### src/logic/bel_defs.svh
// Offsets, field positions, codes and counts of the bus error logger.
// Assumes a 32-bit AXI4-Lite register window with 12-bit byte addresses.
`ifndef BEL_DEFS_SVH
`define BEL_DEFS_SVH

`define BEL_ADDR_W 12
`define BEL_OFF_STAT_LO 12'h000
`define BEL_OFF_STAT_HI 12'h004
`define BEL_OFF_IRQ_STAT 12'h008
`define BEL_OFF_IRQ_MASK 12'h00C
`define BEL_OFF_WDOG 12'h010
`define BEL_OFF_CTRL 12'h014

`define BEL_RESP_OKAY 2'h0
`define BEL_RESP_SLVERR 2'h2

`define BEL_CODE_NONE 16'h0000
`define BEL_CODE_INTERNAL 16'h0400
`define BEL_CODE_BUS 16'h0E0F

`define BEL_MSE_REQ_PAR 0
`define BEL_MSE_HARD_FAIL 4
`define BEL_MSE_RESP_PAR 5
`define BEL_MSE_DATA_PAR 6

`define BEL_STATUS_RESET 64'h0000_0000_0000_0000
`define BEL_STATUS_WMASK 64'hFFFF_8C40_0071_FFFF
`define BEL_STATUS_WMASK_LO 32'h0071_FFFF
`define BEL_STATUS_WMASK_HI 32'hFFFF_8C40

`define BEL_PRESCALE_W 8
`define BEL_PRESCALE_DIV 8'h80
`define BEL_WDOG_W 23
`define BEL_COUNT_W 10

`define BEL_RATIO_RESET 2'h0
`define BEL_IRQ_W 5
`define BEL_IRQ_TIMEOUT 0
`define BEL_IRQ_HARD 1
`define BEL_IRQ_INTERNAL 2
`define BEL_IRQ_PARITY 3
`define BEL_IRQ_CORR 4
`define BEL_IRQ_RESET 5'h00

`endif

### src/logic/bel_pkg.sv
// Types of the bus error logger: status layout, error inputs, ratio.
// Assumes the widths written out here agree with bel_defs.svh.
package bel_pkg;

    // Validity indicators, bit 63 down to 57
    typedef struct packed {
        logic val;
        logic over;
        logic uc;
        logic en;
        logic miscv;
        logic addrv;
        logic pcc;
    } bel_valid_t;

    typedef struct packed {
        bel_valid_t valid;
        logic [9:0] corr_count;
        logic [2:0] rsvd_46_44;
        logic internal_flag;
        logic hard_flag;
        logic [2:0] rsvd_41_39;
        logic timeout_flag;
        logic [5:0] rsvd_37_32;
        logic [15:0] mse;
        logic [15:0] code;
    } bel_status_t;

    typedef struct packed {
        logic req_parity;
        logic resp_parity;
        logic data_parity;
        logic hard_resp;
        logic internal_fail;
        logic correctable;
    } bel_err_t;

    typedef enum logic [1:0] {
        BEL_RATIO_2,
        BEL_RATIO_3,
        BEL_RATIO_4,
        BEL_RATIO_4B
    } bel_ratio_t;

endpackage

### src/logic/bel_logger.sv
// Error status logger for the system front bus and the retire watchdog,
// with an AXI4-Lite register window and one level interrupt.
// Assumes error inputs are synchronous to CLOCK, one cycle per event.
//
// How it works
// [RULE1] Bus clock ticks every 2, 3 or 4 clocks; prescaler divides by 128.
// [RULE2] Each prescaler carry adds exactly one to the retire watchdog.
// [RULE3] Timeout flag sticks; later errors never replace the logged error.
// [RULE4] Hard error response on our transaction sets bit 42, protected.
// [RULE5] Internal failure drives the pin and sets bit 43, protected.
// [RULE6] Internal errors log type code 0x0400 in bits 15:0.
// [RULE7] Bus and interconnect errors log type code 0x0E0F.
// [RULE8] Reserved bus type encodings are never logged.
// [RULE9] Bits 15:0 hold only the internal or bus code, or zero.
// [RULE10] Bits 31:16 carry detail for the logged code.
// [RULE11] Request phase parity error sets detail bit 16.
// [RULE12] Hard failure response sets detail bit 20.
// [RULE13] Response field parity error sets detail bit 21.
// [RULE14] Inbound data parity error sets detail bit 22.
// [RULE15] Correctable events counted in the other-information field.
// [RULE16] Bits 63:57 are the validity indicators.
// [RULE17] Watchdog is 23 bits; carry out of its top bit is a timeout.
// [RULE18] Watchdog clears on retire, exception, reset or its own bus init.
// [RULE19] Reserved status bits are never set.
//
// Local design decisions: the address map and the AXI4-Lite slave port.
`timescale 1ns/1ps
`include "bel_defs.svh"

module bel_logger (
    // Clock and reset
    input wire logic CLOCK,
    input wire logic RST_B,
    // AXI4-Lite write address and data
    input wire logic [`BEL_ADDR_W-1:0] AWADDR,
    input wire logic AWVALID,
    output logic AWREADY,
    input wire logic [31:0] WDATA,
    input wire logic [3:0] WSTRB,
    input wire logic WVALID,
    output logic WREADY,
    // AXI4-Lite write response
    output logic [1:0] BRESP,
    output logic BVALID,
    input wire logic BREADY,
    // AXI4-Lite read
    input wire logic [`BEL_ADDR_W-1:0] ARADDR,
    input wire logic ARVALID,
    output logic ARREADY,
    output logic [31:0] RDATA,
    output logic [1:0] RRESP,
    output logic RVALID,
    input wire logic RREADY,
    // Core and bus events
    input wire logic INSTR_RETIRE,
    input wire logic CORE_EXCEPTION,
    input wire bel_pkg::bel_err_t ERR_EVENTS,
    // Outputs to the system
    output logic INTERNAL_FAILURE_PIN,
    output logic BUS_INIT_EVENT,
    output logic IRQ
);

    bel_pkg::bel_status_t status;
    bel_pkg::bel_status_t next_status;
    bel_pkg::bel_ratio_t ratio;
    logic [`BEL_IRQ_W-1:0] irq_stat;
    logic [`BEL_IRQ_W-1:0] irq_mask;
    logic [`BEL_IRQ_W-1:0] irq_set;
    logic [1:0] bus_div;
    logic [1:0] bus_div_max;
    logic bus_tick;
    logic [`BEL_PRESCALE_W-1:0] prescale;
    logic pre_carry;
    logic [`BEL_WDOG_W-1:0] wdog;
    logic wdog_clear;
    logic ev_timeout;
    logic ev_internal;
    logic ev_bus;
    logic protect;

    // AXI write side holding registers
    logic aw_held;
    logic w_held;
    logic [`BEL_ADDR_W-1:0] wr_addr;
    logic [31:0] wr_data;
    logic [3:0] wr_strb;
    logic wr_fire;
    logic [31:0] be_mask;
    logic wr_lo;
    logic wr_hi;
    logic wr_map;

    // Bus clock model and prescaler
    always_comb begin
        case (ratio)
            bel_pkg::BEL_RATIO_2: bus_div_max = 2'd1;
            bel_pkg::BEL_RATIO_3: bus_div_max = 2'd2;
            default: bus_div_max = 2'd3;
        endcase
    end

    assign bus_tick = (bus_div == bus_div_max); // RULE1

    always_ff @(posedge CLOCK or negedge RST_B) begin
        if (!RST_B) begin
            bus_div <= 2'd0;
        end else if (bus_tick) begin
            bus_div <= 2'd0;
        end else begin
            bus_div <= bus_div + 2'd1;
        end
    end

    // Count runs 0..127; the carry marks the wrap
    assign pre_carry = bus_tick &&
        (prescale == (`BEL_PRESCALE_DIV - 8'h01)); // RULE1

    always_ff @(posedge CLOCK or negedge RST_B) begin
        if (!RST_B) begin
            prescale <= '0;
        end else if (pre_carry) begin
            prescale <= '0; // RULE1
        end else if (bus_tick) begin
            prescale <= prescale + 8'h01;
        end
    end

    // Retire watchdog
    assign wdog_clear = INSTR_RETIRE || CORE_EXCEPTION ||
        BUS_INIT_EVENT; // RULE18
    assign ev_timeout = pre_carry && !wdog_clear && (&wdog); // RULE17

    always_ff @(posedge CLOCK or negedge RST_B) begin
        if (!RST_B) begin
            wdog <= '0; // RULE18
        end else if (wdog_clear) begin
            wdog <= '0; // RULE18
        end else if (pre_carry) begin
            wdog <= wdog + 23'h1; // RULE2
        end
    end

    // Timeout starts a bus init, which also clears the watchdog
    always_ff @(posedge CLOCK or negedge RST_B) begin
        if (!RST_B) begin
            BUS_INIT_EVENT <= 1'b0;
        end else begin
            BUS_INIT_EVENT <= ev_timeout; // RULE17
        end
    end

    always_ff @(posedge CLOCK or negedge RST_B) begin
        if (!RST_B) begin
            INTERNAL_FAILURE_PIN <= 1'b0;
        end else begin
            INTERNAL_FAILURE_PIN <= ERR_EVENTS.internal_fail; // RULE5
        end
    end

    // Error logging
    assign ev_internal = ev_timeout || ERR_EVENTS.internal_fail;
    assign ev_bus = ERR_EVENTS.req_parity || ERR_EVENTS.resp_parity ||
        ERR_EVENTS.data_parity || ERR_EVENTS.hard_resp;
    assign protect = status.timeout_flag || status.hard_flag ||
        status.internal_flag; // RULE3

    always_comb begin
        next_status = status;
        // Software write first, so that hardware events win over it
        if (wr_lo) begin
            next_status[31:0] = (status[31:0] &
                ~(be_mask & `BEL_STATUS_WMASK_LO)) |
                (wr_data & be_mask & `BEL_STATUS_WMASK_LO); // RULE19
        end
        if (wr_hi) begin
            next_status[63:32] = (status[63:32] &
                ~(be_mask & `BEL_STATUS_WMASK_HI)) |
                (wr_data & be_mask & `BEL_STATUS_WMASK_HI); // RULE19
        end
        // A written code that is not a defined one is dropped
        if (next_status.code != `BEL_CODE_NONE &&
            next_status.code != `BEL_CODE_INTERNAL &&
            next_status.code != `BEL_CODE_BUS) begin
            next_status.code = status.code; // RULE8 RULE9
        end
        if (ev_timeout) begin
            next_status.timeout_flag = 1'b1; // RULE3
        end
        if (ERR_EVENTS.hard_resp) begin
            next_status.hard_flag = 1'b1; // RULE4
        end
        if (ERR_EVENTS.internal_fail) begin
            next_status.internal_flag = 1'b1; // RULE5
        end
        if (ERR_EVENTS.correctable && !(&status.corr_count)) begin
            next_status.corr_count = status.corr_count + 10'h001; // RULE15
        end
        if (ev_internal || ev_bus) begin
            next_status.valid.over = status.valid.val; // RULE16
            next_status.valid.val = 1'b1; // RULE16
            next_status.valid.uc = 1'b1;
            next_status.valid.en = 1'b1;
        end
        if (!protect && ev_internal) begin
            next_status.code = `BEL_CODE_INTERNAL; // RULE6
            next_status.mse = 16'h0000; // RULE10
            next_status.valid.pcc = 1'b1;
        end else if (!protect && ev_bus) begin
            next_status.code = `BEL_CODE_BUS; // RULE7
            next_status.mse = 16'h0000; // RULE10
            next_status.mse[`BEL_MSE_REQ_PAR] =
                ERR_EVENTS.req_parity; // RULE11
            next_status.mse[`BEL_MSE_HARD_FAIL] =
                ERR_EVENTS.hard_resp; // RULE12
            next_status.mse[`BEL_MSE_RESP_PAR] =
                ERR_EVENTS.resp_parity; // RULE13
            next_status.mse[`BEL_MSE_DATA_PAR] =
                ERR_EVENTS.data_parity; // RULE14
        end
    end

    always_ff @(posedge CLOCK or negedge RST_B) begin
        if (!RST_B) begin
            status <= `BEL_STATUS_RESET;
        end else begin
            status <= next_status;
        end
    end

    // Interrupt status, write one to clear, set wins
    assign irq_set = {ERR_EVENTS.correctable,
        ERR_EVENTS.req_parity | ERR_EVENTS.resp_parity |
        ERR_EVENTS.data_parity,
        ERR_EVENTS.internal_fail, ERR_EVENTS.hard_resp, ev_timeout};

    always_ff @(posedge CLOCK or negedge RST_B) begin
        if (!RST_B) begin
            irq_stat <= `BEL_IRQ_RESET;
        end else if (wr_fire && wr_addr == `BEL_OFF_IRQ_STAT &&
            wr_strb[0]) begin
            irq_stat <= (irq_stat & ~wr_data[`BEL_IRQ_W-1:0]) | irq_set;
        end else begin
            irq_stat <= irq_stat | irq_set;
        end
    end

    always_ff @(posedge CLOCK or negedge RST_B) begin
        if (!RST_B) begin
            irq_mask <= `BEL_IRQ_RESET;
        end else if (wr_fire && wr_addr == `BEL_OFF_IRQ_MASK &&
            wr_strb[0]) begin
            irq_mask <= wr_data[`BEL_IRQ_W-1:0];
        end
    end

    assign IRQ = |(irq_stat & irq_mask);

    always_ff @(posedge CLOCK or negedge RST_B) begin
        if (!RST_B) begin
            ratio <= bel_pkg::bel_ratio_t'(`BEL_RATIO_RESET);
        end else if (wr_fire && wr_addr == `BEL_OFF_CTRL && wr_strb[0]) begin
            ratio <= bel_pkg::bel_ratio_t'(wr_data[1:0]);
        end
    end

    // AXI4-Lite write: address and data taken in either order
    assign AWREADY = !aw_held && !BVALID;
    assign WREADY = !w_held && !BVALID;
    assign wr_fire = aw_held && w_held && !BVALID;
    assign be_mask = {{8{wr_strb[3]}}, {8{wr_strb[2]}},
        {8{wr_strb[1]}}, {8{wr_strb[0]}}};
    assign wr_lo = wr_fire && wr_addr == `BEL_OFF_STAT_LO;
    assign wr_hi = wr_fire && wr_addr == `BEL_OFF_STAT_HI;
    assign wr_map = wr_addr == `BEL_OFF_STAT_LO ||
        wr_addr == `BEL_OFF_STAT_HI || wr_addr == `BEL_OFF_IRQ_STAT ||
        wr_addr == `BEL_OFF_IRQ_MASK || wr_addr == `BEL_OFF_CTRL;

    always_ff @(posedge CLOCK or negedge RST_B) begin
        if (!RST_B) begin
            aw_held <= 1'b0;
            wr_addr <= '0;
        end else if (AWVALID && AWREADY) begin
            aw_held <= 1'b1;
            wr_addr <= {AWADDR[`BEL_ADDR_W-1:2], 2'b00};
        end else if (wr_fire) begin
            aw_held <= 1'b0;
        end
    end

    always_ff @(posedge CLOCK or negedge RST_B) begin
        if (!RST_B) begin
            w_held <= 1'b0;
            wr_data <= '0;
            wr_strb <= '0;
        end else if (WVALID && WREADY) begin
            w_held <= 1'b1;
            wr_data <= WDATA;
            wr_strb <= WSTRB;
        end else if (wr_fire) begin
            w_held <= 1'b0;
        end
    end

    always_ff @(posedge CLOCK or negedge RST_B) begin
        if (!RST_B) begin
            BVALID <= 1'b0;
            BRESP <= `BEL_RESP_OKAY;
        end else if (wr_fire) begin
            BVALID <= 1'b1;
            BRESP <= wr_map ? `BEL_RESP_OKAY : `BEL_RESP_SLVERR;
        end else if (BREADY) begin
            BVALID <= 1'b0;
        end
    end

    // AXI4-Lite read, one cycle after the address is taken
    assign ARREADY = !RVALID;

    always_ff @(posedge CLOCK or negedge RST_B) begin
        if (!RST_B) begin
            RVALID <= 1'b0;
            RDATA <= '0;
            RRESP <= `BEL_RESP_OKAY;
        end else if (ARVALID && ARREADY) begin
            RVALID <= 1'b1;
            RRESP <= `BEL_RESP_OKAY;
            case ({ARADDR[`BEL_ADDR_W-1:2], 2'b00})
                `BEL_OFF_STAT_LO: RDATA <= status[31:0];
                `BEL_OFF_STAT_HI: RDATA <= status[63:32];
                `BEL_OFF_IRQ_STAT: RDATA <= {27'h0, irq_stat};
                `BEL_OFF_IRQ_MASK: RDATA <= {27'h0, irq_mask};
                `BEL_OFF_WDOG: RDATA <= {9'h000, wdog};
                `BEL_OFF_CTRL: RDATA <= {30'h0, ratio};
                default: begin
                    RDATA <= 32'h0000_0000;
                    RRESP <= `BEL_RESP_SLVERR;
                end
            endcase
        end else if (RREADY) begin
            RVALID <= 1'b0;
        end
    end
endmodule

### config.mk
export PLATFORM = sky130hd
export DESIGN_NAME = bel_logger
export DESIGN_NICKNAME = d
export VERILOG_FILES = /design/src/logic/bel_pkg.sv /design/src/logic/bel_logger.sv
export VERILOG_INCLUDE_DIRS = /design/src /design/src/logic
export SDC_FILE = /design/constraint.sdc
export NUM_CORES = 1
export LEC_CHECK = 0
export CORE_ASPECT_RATIO = 1.75
export CORE_MARGIN = 2
export CORE_UTILIZATION = 45
export DETAILED_ROUTE_END_ITERATION = 10
export DONT_BUFFER_PORTS = 1
export GPL_TIMING_DRIVEN = 0
export PLACE_DENSITY = 0.59
export SETUP_SLACK_MARGIN = 0.2
export SYNTH_ARGS = -nofsm -noshare
export SYNTH_HDL_FRONTEND = slang
export SYNTH_SLANG_ARGS = --single-unit
export TNS_END_PERCENT = 10
### constraint.sdc
create_clock -name CLOCK -period 2.9 [get_ports CLOCK]
set_input_delay 0.87 -clock CLOCK [delete_from_list [all_inputs] [get_ports CLOCK]]
set_output_delay 0.87 -clock CLOCK [all_outputs]
set_load 0.05 [all_outputs]
# Yosys cells after proc, flatten, opt, wreduce, memory -nomap -nowiden
# Index checks and enable logic that the tools add are counted.
[totals] ff_bits=197 in_bits=75 elab_cells=159
[op_classes] add_sub_neg=4 eq_ne=15 muxes=28 n_bitwise=14 n_reduce_logical=64
[op_table] op="$pmux 32 s6" count=1
[op_table] op="$mux 32" count=4
[op_table] op="$and 32x32->32" count=3
[op_table] op="$mux 23" count=2
[op_table] op="$eq 10x2->1 const B" count=4
[op_table] op="$not 23->32" count=1
[op_table] op="$not 32->32" count=1
[op_table] op="$or 32x23->32" count=1
[op_table] op="$or 32x32->32" count=1
[op_table] op="$eq 10x3->1 const B" count=3
[op_table] op="$reduce_bool 2->1" count=12
[op_table] op="$add 23x1->23 const B" count=1
[op_table] op="$logic_and 1x1->1" count=23
[op_table] op="$reduce_and 23->1" count=1
[op_table] op="$eq 10x1->1 const B" count=2
[op_table] op="$mux 16" count=1
[op_table] op="$mux 8" count=2
[op_table] op="$ne 16x11->1 const B" count=1
[op_table] op="$ne 16x12->1 const B" count=1
[op_table] op="$reduce_bool 16->1" count=1
[op_table] op="$logic_or 1x1->1" count=13
[op_table] op="$logic_not 12->1" count=1
[op_table] op="$mux 1" count=11
[op_table] op="$add 10x1->10 const B" count=1
[op_table] op="22 further kinds" count=33

# Longest topological paths before layout
# Gate-level depths: netlist (run 1).
[logic_depth] ltp_word=10 depth_mapped=9 mapped_depth_nobuf=8

# Least setup slack after synthesis (run 1)
# Ideal clock, no wire load.
[synth_path] kind="input port to flip-flop" startpoint="input ARADDR[9]" endpoint="register RDATA[20]" setup_ns=0.083 t_arrival_ns=2.701 slack_ns=0.117 stages=8 cell_sequence="nor4_1 > nand2_1 > or2_2 > clkbuf_1 > nor3_1 > clkbuf_1 > a222oi_1 > o21ai_0"
[synth_via] elab_chain_cells=2 elab_cells_between_ends=7 classes_between="5 x eq/ne; 1 x mux; 1 x reduce/logical"
[synth_lines] item="from (decl)" line="bel_logger.sv:47" rtl="input wire logic [`BEL_ADDR_W-1:0] ARADDR,"
[synth_lines] item="$eq 10x3->1 (tied with other cells)" line="bel_logger.sv:328" rtl="case ({ARADDR[`BEL_ADDR_W-1:2], 2'b00})"
[synth_lines] item="$pmux 32 s6 (*)" line="bel_logger.sv:328"
[synth_lines] item="to (signal assigned)" line="bel_logger.sv:329" rtl="`BEL_OFF_STAT_LO: RDATA <= status[31:0];"
[synth_lines] item="to (signal assigned)" line="bel_logger.sv:330" rtl="`BEL_OFF_STAT_HI: RDATA <= status[63:32];"
[synth_lines] item="to (signal assigned)" line="bel_logger.sv:331" rtl="`BEL_OFF_IRQ_STAT: RDATA <= {27'h0, irq_stat};"
[synth_lines] item="to (decl)" line="bel_logger.sv:50" rtl="output logic [31:0] RDATA,"
# Mark *: on every way between the ends. The rest lies on a longest branch, timed or not.
# A chain may end at the register's enable or synchronous reset.

# Final worst setup path (run 1)
[layout_path] startpoint="register wr_addr[2]" endpoint="register status[0] in the netlist's numbering"
[layout_via] elab_chain_cells=7 elab_cells_between_ends=12 classes_between="3 x eq/ne; 4 x mux; 5 x reduce/logical"
[layout_lines] item="from (decl)" line="bel_logger.sv:85" rtl="logic [`BEL_ADDR_W-1:0] wr_addr;"
[layout_lines] item="from (signal assigned)" line="bel_logger.sv:285" rtl="wr_addr <= {AWADDR[`BEL_ADDR_W-1:2], 2'b00};"
[layout_lines] item="$logic_not 12->1 (no line) (*)"
[layout_lines] item="$logic_and 1x1->1 (no line) (*)"
[layout_lines] item="$mux 32 (*)" line="bel_logger.sv:171" rtl="if (wr_lo) begin"
[layout_lines] item="$ne 16x11->1 (no line) / $reduce_bool 16->1 (equally long branches)"
[layout_lines] item="$logic_and 1x1->1 (no line) (2 in series)"
[layout_lines] item="$ne 3x1->1 (no line)"
[layout_lines] item="to (signal assigned)" line="bel_logger.sv:225" rtl="status <= `BEL_STATUS_RESET;"
[layout_lines] item="to (signal assigned)" line="bel_logger.sv:227" rtl="status <= next_status;"
[layout_lines] item="to (decl)" line="bel_logger.sv:64" rtl="bel_pkg::bel_status_t status;"
# Mark *: on every way between the ends. The rest lies on a longest branch, timed or not. The select of a mux whose other input is x is not followed.

==> results of run 1 <==
[stage by stage]
stage / TNS, ns / setup WS [ns] / hold slack, ns
finish: 0 / 0.118 / 0.130
CTS: 0 / 0.119 / 0.111
global placement: -12.72 / -0.373 / 0.462
floorplan: 0 / 0.153 / 0.446
global route: 0 / 0.0281 / 0.107
detailed placement: -16.68 / -0.435 / 0.475
[sequential cells by signal, indices dropped and copies added (netlist names), 4 cells and up]
signal	cells
status	40
RDATA	32
wr_data	32
wdog	23
wr_addr	10
prescale	8
irq_mask	5
irq_stat	5
wr_strb	4
[routing by layer]
| layer | GRT usage (%) | vias to the layer above | share of wire (%) |
|---|---|---|---|
| met5 | 0 | - | 0 |
| met4 | 9.52 | 0 | 2.7 |
| met1 | 24.1 | 2861 | 38 |
| met2 | 40.4 | 167 | 54 |
| met3 | 5.53 | 37 | 5.2 |
| li1 | - | 2633 | - |
[timing repair]
action,CTS,global route
pin swaps,4,2
gates resized for setup,20,9
hold buffers,0,0
gates cloned,0,0
endpoints found under the setup margin,61,75
buffers inserted,8,0
hold endpoints to repair,0,0
[cell type report]
cell class / count / area (um2) / area share, %
clock inverter: 12 / 115 / 1.30
timing repair buffer: 8 / 67.6 / 0.761
tap: 227 / 284 / 3.20
multi-input combinational: 504 / 3520 / 39.7
buffer: 33 / 148 / 1.66
sequential: 171 / 4280 / 48.2
inverter: 4 / 15.0 / 0.169
clock buffer: 20 / 447 / 5.03
[where the power goes]
part	internal, mW	switching (mW)	total (mW)
registers	2.91	0.602	3.51
logic	0.731	0.659	1.39
clock network	1.21	0.962	2.18
total	4.85	2.22	7.08
[placed cells by master (no fill, tap or decap), types with 3 or more instances in the layout]
cell type	instances
inv_1	4
nor3b_1	4
ha_1	3
nand4_1	14
and2_1	14
mux2i_1	14
a221oi_1	3
a211o_1	3
nand2_1	88
nor4_1	3
a21o_1	7
nand4b_1	3
o2bb2ai_1	4
nand3_1	32
o21a_1	4
clkbuf_1	24
and4_1	10
buf_2	3
mux2_2	61
clkbuf_16	17
inv_6	3
nor3_1	15
nor2_1	51
or3_1	3
o31a_1	7
dfrtp_1	170
a22oi_1	17
clkinvlp_4	5
o21ai_0	33
a21oi_1	7
xor2_1	20
clkbuf_2	4
and3_1	11
nor4_4	3
buf_4	8
buf_6	3
nor2b_1	5
a222oi_1	9
a211oi_1	3
xnor2_1	8
[worst max-delay path: cells and delay by family (launching register included)]
family                 cells  cell delay [ns]
AND/OR/NAND/NOR            3             1.09
buffers and inverters      3             0.45
flip-flops                 1             0.44
AO/OA/AOI/OAI              2             0.44
multiplexers               1             0.24
[final timing paths]
| check | start | endpoint | slack, ns | cells past startpoint |
|---|---|---|---|---|
| min in group CLOCK | ERR_EVENTS[1] | INTERNAL_FAILURE_PIN$_DFF_PN0_ | 0.46 | 0 |
| worst max register to register | wr_addr[2]$_DFFE_PN0P_ | status[0]$_DFFE_PN0P_ | 0.12 | 9 |
| worst min-delay path | RST_B | RDATA[26]$_DFFE_PN0P_ | 0.13 | 0 |
| worst min register to register | prescale[6]$_DFFE_PN0P_ | prescale[6]$_DFFE_PN0P_ | 0.49 | 1 |
| max in group asynchronous | RST_B | prescale[3]$_DFFE_PN0P_ | 2.53 | 0 |
| worst max-delay path | wr_addr[2]$_DFFE_PN0P_ | status[0]$_DFFE_PN0P_ | 0.12 | 9 |
[logic make-up after synthesis]
logic type | Yosys count | synth area share (%)
compound gates | 116 | 10.7
xor+xnor | 28 | 3.12
fa+ha+maj | 3 | 0.478
buf+inv | 37 | 1.99
flops | 171 | 54.5
mux | 78 | 10.9
other cells | 1 | 0.0478
simple gates | 277 | 18.3
==> flow_metrics.env, run 1 <==
export IMPL_clkTransAtPathRegs_ns=0.07
export IMPL_dp_hpwl_mm=14.5
export IMPL_finalNonFillerCells=979
export IMPL_powerDensity_mw_per_mm2=797
export IMPL_cp_slowest_cell="or4b_2"
export IMPL_cts_buffers=17
export IMPL_dr_pass1_iters=6
export IMPL_diodes=0
export IMPL_yosysTopAreaCell="dfrtp_1"
export IMPL_setup_violations=0
export IMPL_grt_ovfl_total=0
export IMPL_vias=5698
export IMPL_grtUsageTotal_pct=22.0
export IMPL_hold_violations=0
export IMPL_finalCritPeriodShare_pct=95.9
export IMPL_yosysSeqAreaShare_pct=54.5
export IMPL_vias_per_cell=5.82
export IMPL_cp_arrival_ns=3.10
export IMPL_initial_core_util_pct=46.1
export IMPL_synthArstFlopShare_pct=100
export IMPL_gp_congestion=0.853
export IMPL_drv_slew=0
export IMPL_wirelength_mm=19.7
export IMPL_yosys_warnings=0
export IMPL_hold_class="input pin to async pin"
export IMPL_grt_pass1_vias=5875
export IMPL_nets=817
export IMPL_crit_path_start_kind="flop"
export IMPL_ys_ff_latch=171
export IMPL_clock_path_buffers=2
export IMPL_synth_edf_count=0
export IMPL_ir_worst_vdd_v=0.000549
export IMPL_critPathMaxStageDelay_ns=0.72
export IMPL_rsz0062_at_grt="yes"
export IMPL_ant_nets=0
export IMPL_drive_above_1_share_pct=18.4
export IMPL_rows=63
export IMPL_postSynthAreaPerCell_um2=11.0
export IMPL_synthTopCellsByArea="dfrtp_1 (55%), mux2_2 (8.8%), nand2_1 (4.3%)"
export IMPL_final_core_util_pct=52.1
export IMPL_cts_sinks=171
export IMPL_synthTopCellsByCount="dfrtp_1 (171), nand2_1 (89), mux2_2 (61)"
export IMPL_drt_iter0_markers=352
export IMPL_insertion_delay_ns=0.43
export IMPL_cts_tree="built"
export IMPL_synth_cell_types=62
export IMPL_cp_required_ns=3.22
export IMPL_fin_skew_ns=0.00895
export IMPL_total_power_mw=7.08
export IMPL_die_area_mm2=0.0186
export IMPL_syn_inst=711
export IMPL_grt_pass1_wl_mm=31.3
export IMPL_cts_root_buf="clkbuf_16"
export IMPL_antenna_found_initial=0
export IMPL_io_pins=119
export IMPL_placedCellCount=939
export IMPL_wire_per_inst_um=20.1
export IMPL_tightest_slew_ns=0.929
export IMPL_drc=0
export IMPL_syn_area_mm2=0.00785
export IMPL_die_y_um=179
export IMPL_period_minus_slack_ns=2.78
export IMPL_synth_main_ff_cell="dfrtp_1"
export IMPL_critPathCaptureType="flop"
export IMPL_place_area_mm2=0.00814
export IMPL_yosysMostFrequentCell="dfrtp_1"
export IMPL_relSlewSlack_pct=37.9
export IMPL_cap_viol_max_count=0
export IMPL_p_leak_nw=3.74
export IMPL_h_tree_depth=4
export IMPL_synth_top_area_share_pct=54.5
export IMPL_die_w_um=104
export IMPL_design_area_mm2=0.00888
export IMPL_path_cells="or4b_2 -> nor4_4 -> buf_6 -> buf_4 -> mux2i_2 -> a2bb2oi_2 -> nor4_4 -> buf_4 -> o31a_1"
export IMPL_critPathKind="flop to flop"
export IMPL_area_delta_synth_final_pct=13.1
export IMPL_fill_cells=1549
export IMPL_max_freq_mhz=359
export IMPL_critPathMaxFanout=7
export IMPL_io_buffers=0
export IMPL_outcome="complete, no violations"
export IMPL_coreArea_mm2=0.0170
export IMPL_grt_max_degree=172
Note: power is estimated with default switching activity, not from simulation.
==> inputs of run 2 (changes only) <==
--- a/config.mk
+++ b/config.mk
@@ -6,6 +6,7 @@
 export SDC_FILE = /design/constraint.sdc
 export NUM_CORES = 1
 export LEC_CHECK = 0
+export ABC_AREA = 1
 export CORE_ASPECT_RATIO = 1.75
 export CORE_MARGIN = 2
 export CORE_UTILIZATION = 45
==> run 2 against run 1 <==
Worst setup slack improved by 0.049 ns. Register-to-register slack improved by 0.16 ns. Critical endpoint is now AWREADY. Flip-flop and latch count unchanged. Sequential share of layout area down 2.7 points. Synthesized cell count up 43%. Utilization decreased by 1.5 points. Fmax rose by 1.8%. Global-route usage increased by 2.1 points. Count of clock-buffer cells in the layout rose by 2. Non-clock buffer count down 11. First-iteration DRC count is 4.0% lower. Critical path type is now flop to output pin.
==> flow_metrics.env, run 2 <==
export IMPL_die_y_um=186
export IMPL_ys_ff_latch=171
export IMPL_final_cell_mix="nand2_1 (245), dfrtp_1 (171), inv_1 (114), nor2_1 (94), o21ai_0 (79)"
export IMPL_hold_violations=0
export IMPL_powerDensity_mw_per_mm2=769
export IMPL_area_delta_synth_final_pct=10.8
export IMPL_critPathCaptureType="output pin"
export IMPL_synth_top_area_share_pct=50.4
export IMPL_antenna_found_initial=0
export IMPL_grt_pass1_wl_mm=36.7
export IMPL_yosysTopAreaCell="dfrtp_1"
export IMPL_synth_cell_types=45
export IMPL_fin_skew_ns=0.00746
export IMPL_io_pins=119
export IMPL_h_tree_depth=4
export IMPL_grtUsageTotal_pct=24.1
export IMPL_grt_pass1_vias=6984
export IMPL_period_minus_slack_ns=2.73
export IMPL_synthArstFlopShare_pct=100
export IMPL_coreArea_mm2=0.0186
export IMPL_diodes=0
export IMPL_synth_xor_area_share_pct=0.928
export IMPL_rrSetupSlack_ns=0.28
export IMPL_largest_register_ffs=40
export IMPL_tightest_slew_ns=0.931
export IMPL_max_freq_mhz=366
export IMPL_critPathMaxStageDelay_ns=0.82
export IMPL_rows=66
export IMPL_gp_congestion=0.905
export IMPL_vias=6916
export IMPL_ir_worst_vdd_v=0.000541
export IMPL_nets=1113
export IMPL_muxShareOfSynthArea_pct=4.77
export IMPL_synth_compound_area_share_pct=11.5
export IMPL_critPathBufInv=0
export IMPL_grt_max_degree=172
export IMPL_drv_slew=0
export IMPL_yosysMostFrequentCell="nand2_1"
export IMPL_relSlewSlack_pct=37.7
export IMPL_total_power_mw=7.24
export IMPL_drc=0
export IMPL_synth_main_ff_cell="dfrtp_1"
export IMPL_die_w_um=108
export IMPL_insertion_delay_ns=0.43
export IMPL_path_cells="nor2_1"
export IMPL_clkTransAtPathRegs_ns=0.07
export IMPL_cts_root_buf="clkbuf_16"
export IMPL_clock_path_buffers=2
export IMPL_wirelength_mm=22.7
export IMPL_cts_sinks=171
export IMPL_cap_viol_max_count=0
export IMPL_critPathMaxFanout=5
export IMPL_cp_slowest_cell="nor2_1"
export IMPL_crit_family="simple AND/OR/NAND/NOR gates"
export IMPL_dr_pass1_iters=5
export IMPL_yosys_warnings=0
export IMPL_syn_area_mm2=0.00849
export IMPL_synth_top_family_by_area="simple AND/OR/NAND/NOR gates"
export IMPL_top_regs="status (40), RDATA (32), wr_data (32)"
export IMPL_syn_inst=1015
export IMPL_wire_per_inst_um=17.7
export IMPL_synthTopCellsByArea="dfrtp_1 (50%), nand2_1 (11%), inv_1 (5.0%)"
export IMPL_fin_hold_ws_ns=0.128
export IMPL_synthTopCellsByCount="nand2_1 (245), dfrtp_1 (171), inv_1 (114)"
export IMPL_rsz0062_at_grt="yes"
export IMPL_ant_nets=0
export IMPL_io_buffers=0
export IMPL_drive_above_1_share_pct=10.6
export IMPL_final_common_cell="nand2_1"
export IMPL_cts_tree="built"
export IMPL_dp_hpwl_mm=17.4
export IMPL_finalCritPeriodShare_pct=94.2
export IMPL_cts_setup_buffers=0
export IMPL_cp_required_ns=2.03
export IMPL_die_area_mm2=0.0200
export IMPL_initial_core_util_pct=45.7
export IMPL_setup_violations=0
export IMPL_synth_edf_count=0
export IMPL_yosysSeqAreaShare_pct=50.4
export IMPL_drt_iter0_markers=338
export IMPL_synth_simple_area_share_pct=24.8
export IMPL_cts_buffers=17
export IMPL_grt_ovfl_total=0
export IMPL_largest_register="status"
export IMPL_crit_path_start_kind="flop"
export IMPL_fill_cells=1842
export IMPL_hold_class="input pin to async pin"
export IMPL_cp_arrival_ns=1.86
export IMPL_p_leak_nw=4.35
export IMPL_vias_per_cell=5.38
export IMPL_outcome="complete, no violations"
export IMPL_critPathKind="flop to output pin"
export IMPL_cts_hold_buf=0
export IMPL_synth_fa_ha_area_share_pct=0.442
export IMPL_postSynthAreaPerCell_um2=8.37
-- run 2: through the flow --
stage	utilization, %	cell area, um2	setup TNS (ns)	worst slack [ns]	instances
2_1_floorplan	-	8490	0	0.545	1016
4_1_cts	50.6	9410	0	0.145	1286
3_3_place_gp	47.3	8790	-4.51	-0.250	1254
5_1_grt	50.6	9410	0	0.0812	1286
3_5_place_dp	47.3	8790	-4.11	-0.230	1254
6_report	50.6	9410	0	0.167	1286
-- run 2: final timing paths --
check,cells past startpoint,end,startpoint
setup / recovery,1,AWREADY,BVALID$_DFFE_PN0P_
hold / removal,0,prescale[2]$_DFFE_PN0P_,RST_B
setup reg to reg,9,status[20]$_DFFE_PN0P_,BUS_INIT_EVENT$_DFF_PN0_
hold reg to reg,1,prescale[6]$_DFFE_PN0P_,prescale[6]$_DFFE_PN0P_
max in group asynchronous,0,wr_data[27]$_DFFE_PN0P_,RST_B
min in group CLOCK,0,INTERNAL_FAILURE_PIN$_DFF_PN0_,ERR_EVENTS[1]
-- run 2: area by class of cell --
class / instances / area, um2 / share of cell area, %
multi-input combinational: 696 / 3620 / 38.5
inverter: 119 / 449 / 4.77
clock buffer: 22 / 464 / 4.93
tap: 238 / 298 / 3.17
sequential: 171 / 4280 / 45.5
clock inverter: 10 / 141 / 1.50
buffer: 30 / 158 / 1.68
-- run 2: logic make-up after synthesis --
group	after synthesis
simple gates	472
xor+xnor	9
buf+inv	149
flops	171
compound gates	174
mux	36
fa+ha+maj	3
other cells	1
-- run 2: repair_timing --
item	CTS	global route
setup endpoints to repair	38	32
gates resized for setup	2	1
endpoints found under the hold margin	0	0
-- run 2: per-layer routing --
layer	routed length (um)	up-vias	GRT usage (%)	share of wire, %
met5	0	-	0	0
met4	752	0	10.3	3.3
met3	893	38	4.90	3.9
met2	12200	172	43.8	54
met1	8870	3309	27.1	39
li1	-	3397	-	-
-- run 2: where the power goes --
part	leakage (nW)	total (mW)	internal (mW)	switching, mW
registers	2.17	3.23	2.85	0.382
clock network	0.279	2.36	1.40	0.959
logic	1.91	1.65	0.616	1.03
total	4.35	7.24	4.86	2.37
==> inputs of run 3 (changes only) <==
--- a/config.mk
+++ b/config.mk
@@ -9,11 +9,11 @@
 export ABC_AREA = 1
 export CORE_ASPECT_RATIO = 1.75
 export CORE_MARGIN = 2
-export CORE_UTILIZATION = 45
+export CORE_UTILIZATION = 33
 export DETAILED_ROUTE_END_ITERATION = 10
 export DONT_BUFFER_PORTS = 1
 export GPL_TIMING_DRIVEN = 0
-export PLACE_DENSITY = 0.59
+export PLACE_DENSITY = 0.46
 export SETUP_SLACK_MARGIN = 0.2
 export SYNTH_ARGS = -nofsm -noshare
 export SYNTH_HDL_FRONTEND = slang
==> run 3 against run 2 <==
Clock power hardly changed. Global-route usage is 4.9 points lower. Non-clock buffer count is 2 higher. Count of clock-buffer cells in the layout is 3 lower. Fmax is 0.39% lower. Final cell count is 6.2% higher. Via count is 1.3% lower. Register-to-register slack better by 0.03 ns. Clock skew hardly changed. Power is 0.33% higher. Sequential share of layout area is 0.48 points lower. Worst setup slack worse by 0.011 ns. Largest power group unchanged.
==> flow_metrics.env, run 3 (synthesis results as in run 2) <==
export IMPL_ir_worst_vdd_v=0.000565
export IMPL_design_area_mm2=0.00951
export IMPL_cp_arrival_ns=1.87
export IMPL_total_power_mw=7.26
export IMPL_drive_above_1_share_pct=11.0
export IMPL_dp_hpwl_mm=19.3
export IMPL_cts_sinks=171
export IMPL_crit_family="simple AND/OR/NAND/NOR gates"
export IMPL_fill_cells=2638
export IMPL_grt_pass1_vias=6988
export IMPL_pre_cts_slack_ns=-0.317
export IMPL_outcome="complete, no violations"
export IMPL_antenna_found_initial=0
export IMPL_largest_register_ffs=40
export IMPL_drc=0
export IMPL_largest_register="status"
export IMPL_powerDensity_mw_per_mm2=763
export IMPL_io_pins=119
export IMPL_rows=77
export IMPL_coreArea_mm2=0.0252
export IMPL_critPathCaptureType="output pin"
export IMPL_vias=6829
export IMPL_final_common_cell="nand2_1"
export IMPL_top_regs="status (40), RDATA (32), wr_data (32)"
export IMPL_io_buffers=0
export IMPL_area_delta_synth_final_pct=12.0
export IMPL_cp_required_ns=2.03
export IMPL_worst_slack_ns=0.156
export IMPL_grt_max_degree=172
export IMPL_finalNonFillerCells=1366
export IMPL_critPathKind="flop to output pin"
export IMPL_finalCritPeriodShare_pct=94.6
export IMPL_die_w_um=125
export IMPL_path_cells="nor2_1"
export IMPL_drv_slew=0
export IMPL_rsz0062_at_grt="yes"
export IMPL_critPathMaxFanout=5
export IMPL_cts_root_buf="clkbuf_16"
export IMPL_clkTransAtPathRegs_ns=0.07
export IMPL_cts_hold_buf=0
export IMPL_critPathBufInv=0
export IMPL_fin_skew_ns=0.00733
export IMPL_gp_congestion=0.924
export IMPL_relSlewSlack_pct=37.7
export IMPL_p_leak_nw=4.37
export IMPL_cts_tree="built"
export IMPL_vias_per_cell=5.00
export IMPL_hold_violations=0
export IMPL_die_area_mm2=0.0271
export IMPL_ant_nets=0
export IMPL_crit_path_start_kind="flop"
export IMPL_cap_viol_max_count=0
export IMPL_grtUsageTotal_pct=19.3
export IMPL_place_area_mm2=0.00889
export IMPL_nets=1115
export IMPL_diodes=0
export IMPL_cp_slowest_cell="nor2_1"
export IMPL_grt_ovfl_total=0
export IMPL_clock_path_buffers=2
export IMPL_final_cell_mix="nand2_1 (245), dfrtp_1 (171), inv_1 (114), nor2_1 (94), o21ai_0 (79)"
export IMPL_drt_iter0_markers=340
export IMPL_dr_pass1_iters=4
export IMPL_critPathMaxStageDelay_ns=0.81
export IMPL_insertion_delay_ns=0.46
export IMPL_cts_buffers=17
export IMPL_hold_class="input pin to async pin"
export IMPL_max_freq_mhz=364
export IMPL_h_tree_depth=4
export IMPL_wirelength_mm=25.0
export IMPL_period_minus_slack_ns=2.74
export IMPL_placedCellCount=1332
export IMPL_grt_pass1_wl_mm=40.0
export IMPL_tightest_slew_ns=0.932
export IMPL_die_y_um=216
export IMPL_setup_violations=0
export IMPL_initial_core_util_pct=33.6
export IMPL_wire_per_inst_um=18.3
==> run 3: changes by cell type in the layout (fill, tap and decap cells not counted), sizes merged <==
| cell | previous run | this run |
|---|---|---|
| clkbuf | 37 | 34 |
| bufinv | 3 | 2 |
| clkinv | 2 | 5 |
| buf | 15 | 17 |
| clkinvlp | 5 | 3 |
| inv | 119 | 122 |
==> run 3: metrics by stage <==
stage                     hold slack, ns  util, %  TNS [ns]
after floorplan                    0.442        -         0
after global placement             0.461     35.2     -6.96
after detailed placement           0.461     35.2     -6.88
after CTS                         0.0888     37.6         0
after global routing              0.0922     37.7         0
final                              0.112     37.7         0
==> run 3: layer usage <==
metal / vias up / wire (um) / global-route usage, % / part of all wire (%)
li1: 3408 / - / - / -
met5: - / 0 / 0 / 0
met1: 3235 / 9690 / 21.0 / 39
met4: 0 / 736 / 8.04 / 2.9
met3: 39 / 1030 / 4.07 / 4.1
met2: 147 / 13600 / 35.9 / 54
==> run 3: final timing paths <==
path	start	end	cells after the start	slack, ns
max in group asynchronous	RST_B	wr_data[17]$_DFFE_PN0P_	0	2.53
worst max-delay path	BVALID$_DFFE_PN0P_	AWREADY	1	0.16
worst min register to register	prescale[6]$_DFFE_PN0P_	prescale[6]$_DFFE_PN0P_	1	0.47
min in group CLOCK	ERR_EVENTS[1]	INTERNAL_FAILURE_PIN$_DFF_PN0_	0	0.44
worst max register to register	RVALID$_DFFE_PN0P_	RDATA[15]$_DFFE_PN0P_	6	0.31
worst min-delay path	RST_B	wr_addr[11]$_DFFE_PN0P_	0	0.11
==> run 3: cell type report <==
type,count,area (um2),area share [%]
plain buffers,30,158,1.66
repair buffers,2,15.0,0.158
flip-flops and latches,171,4280,45.0
clock buffers,19,453,4.76
well taps,316,395,4.16
inverters,119,449,4.72
clock inverters,13,141,1.49
multi-input cells,696,3620,38.1
==> run 3: report_power, final <==
| part | leakage [nW] | internal, mW | switching, mW | total (mW) |
|---|---|---|---|---|
| logic | 1.92 | 0.617 | 1.05 | 1.67 |
| registers | 2.17 | 2.85 | 0.385 | 3.23 |
| clock network | 0.286 | 1.32 | 1.04 | 2.36 |
==> run 3: timing repair <==
item                                    in CTS  in global routing
buffers inserted                             0                  2
pin swaps                                    0                  1
endpoints found under the hold margin        0                  0
endpoints found under the setup margin      40                 32
resized for setup                            3                  0
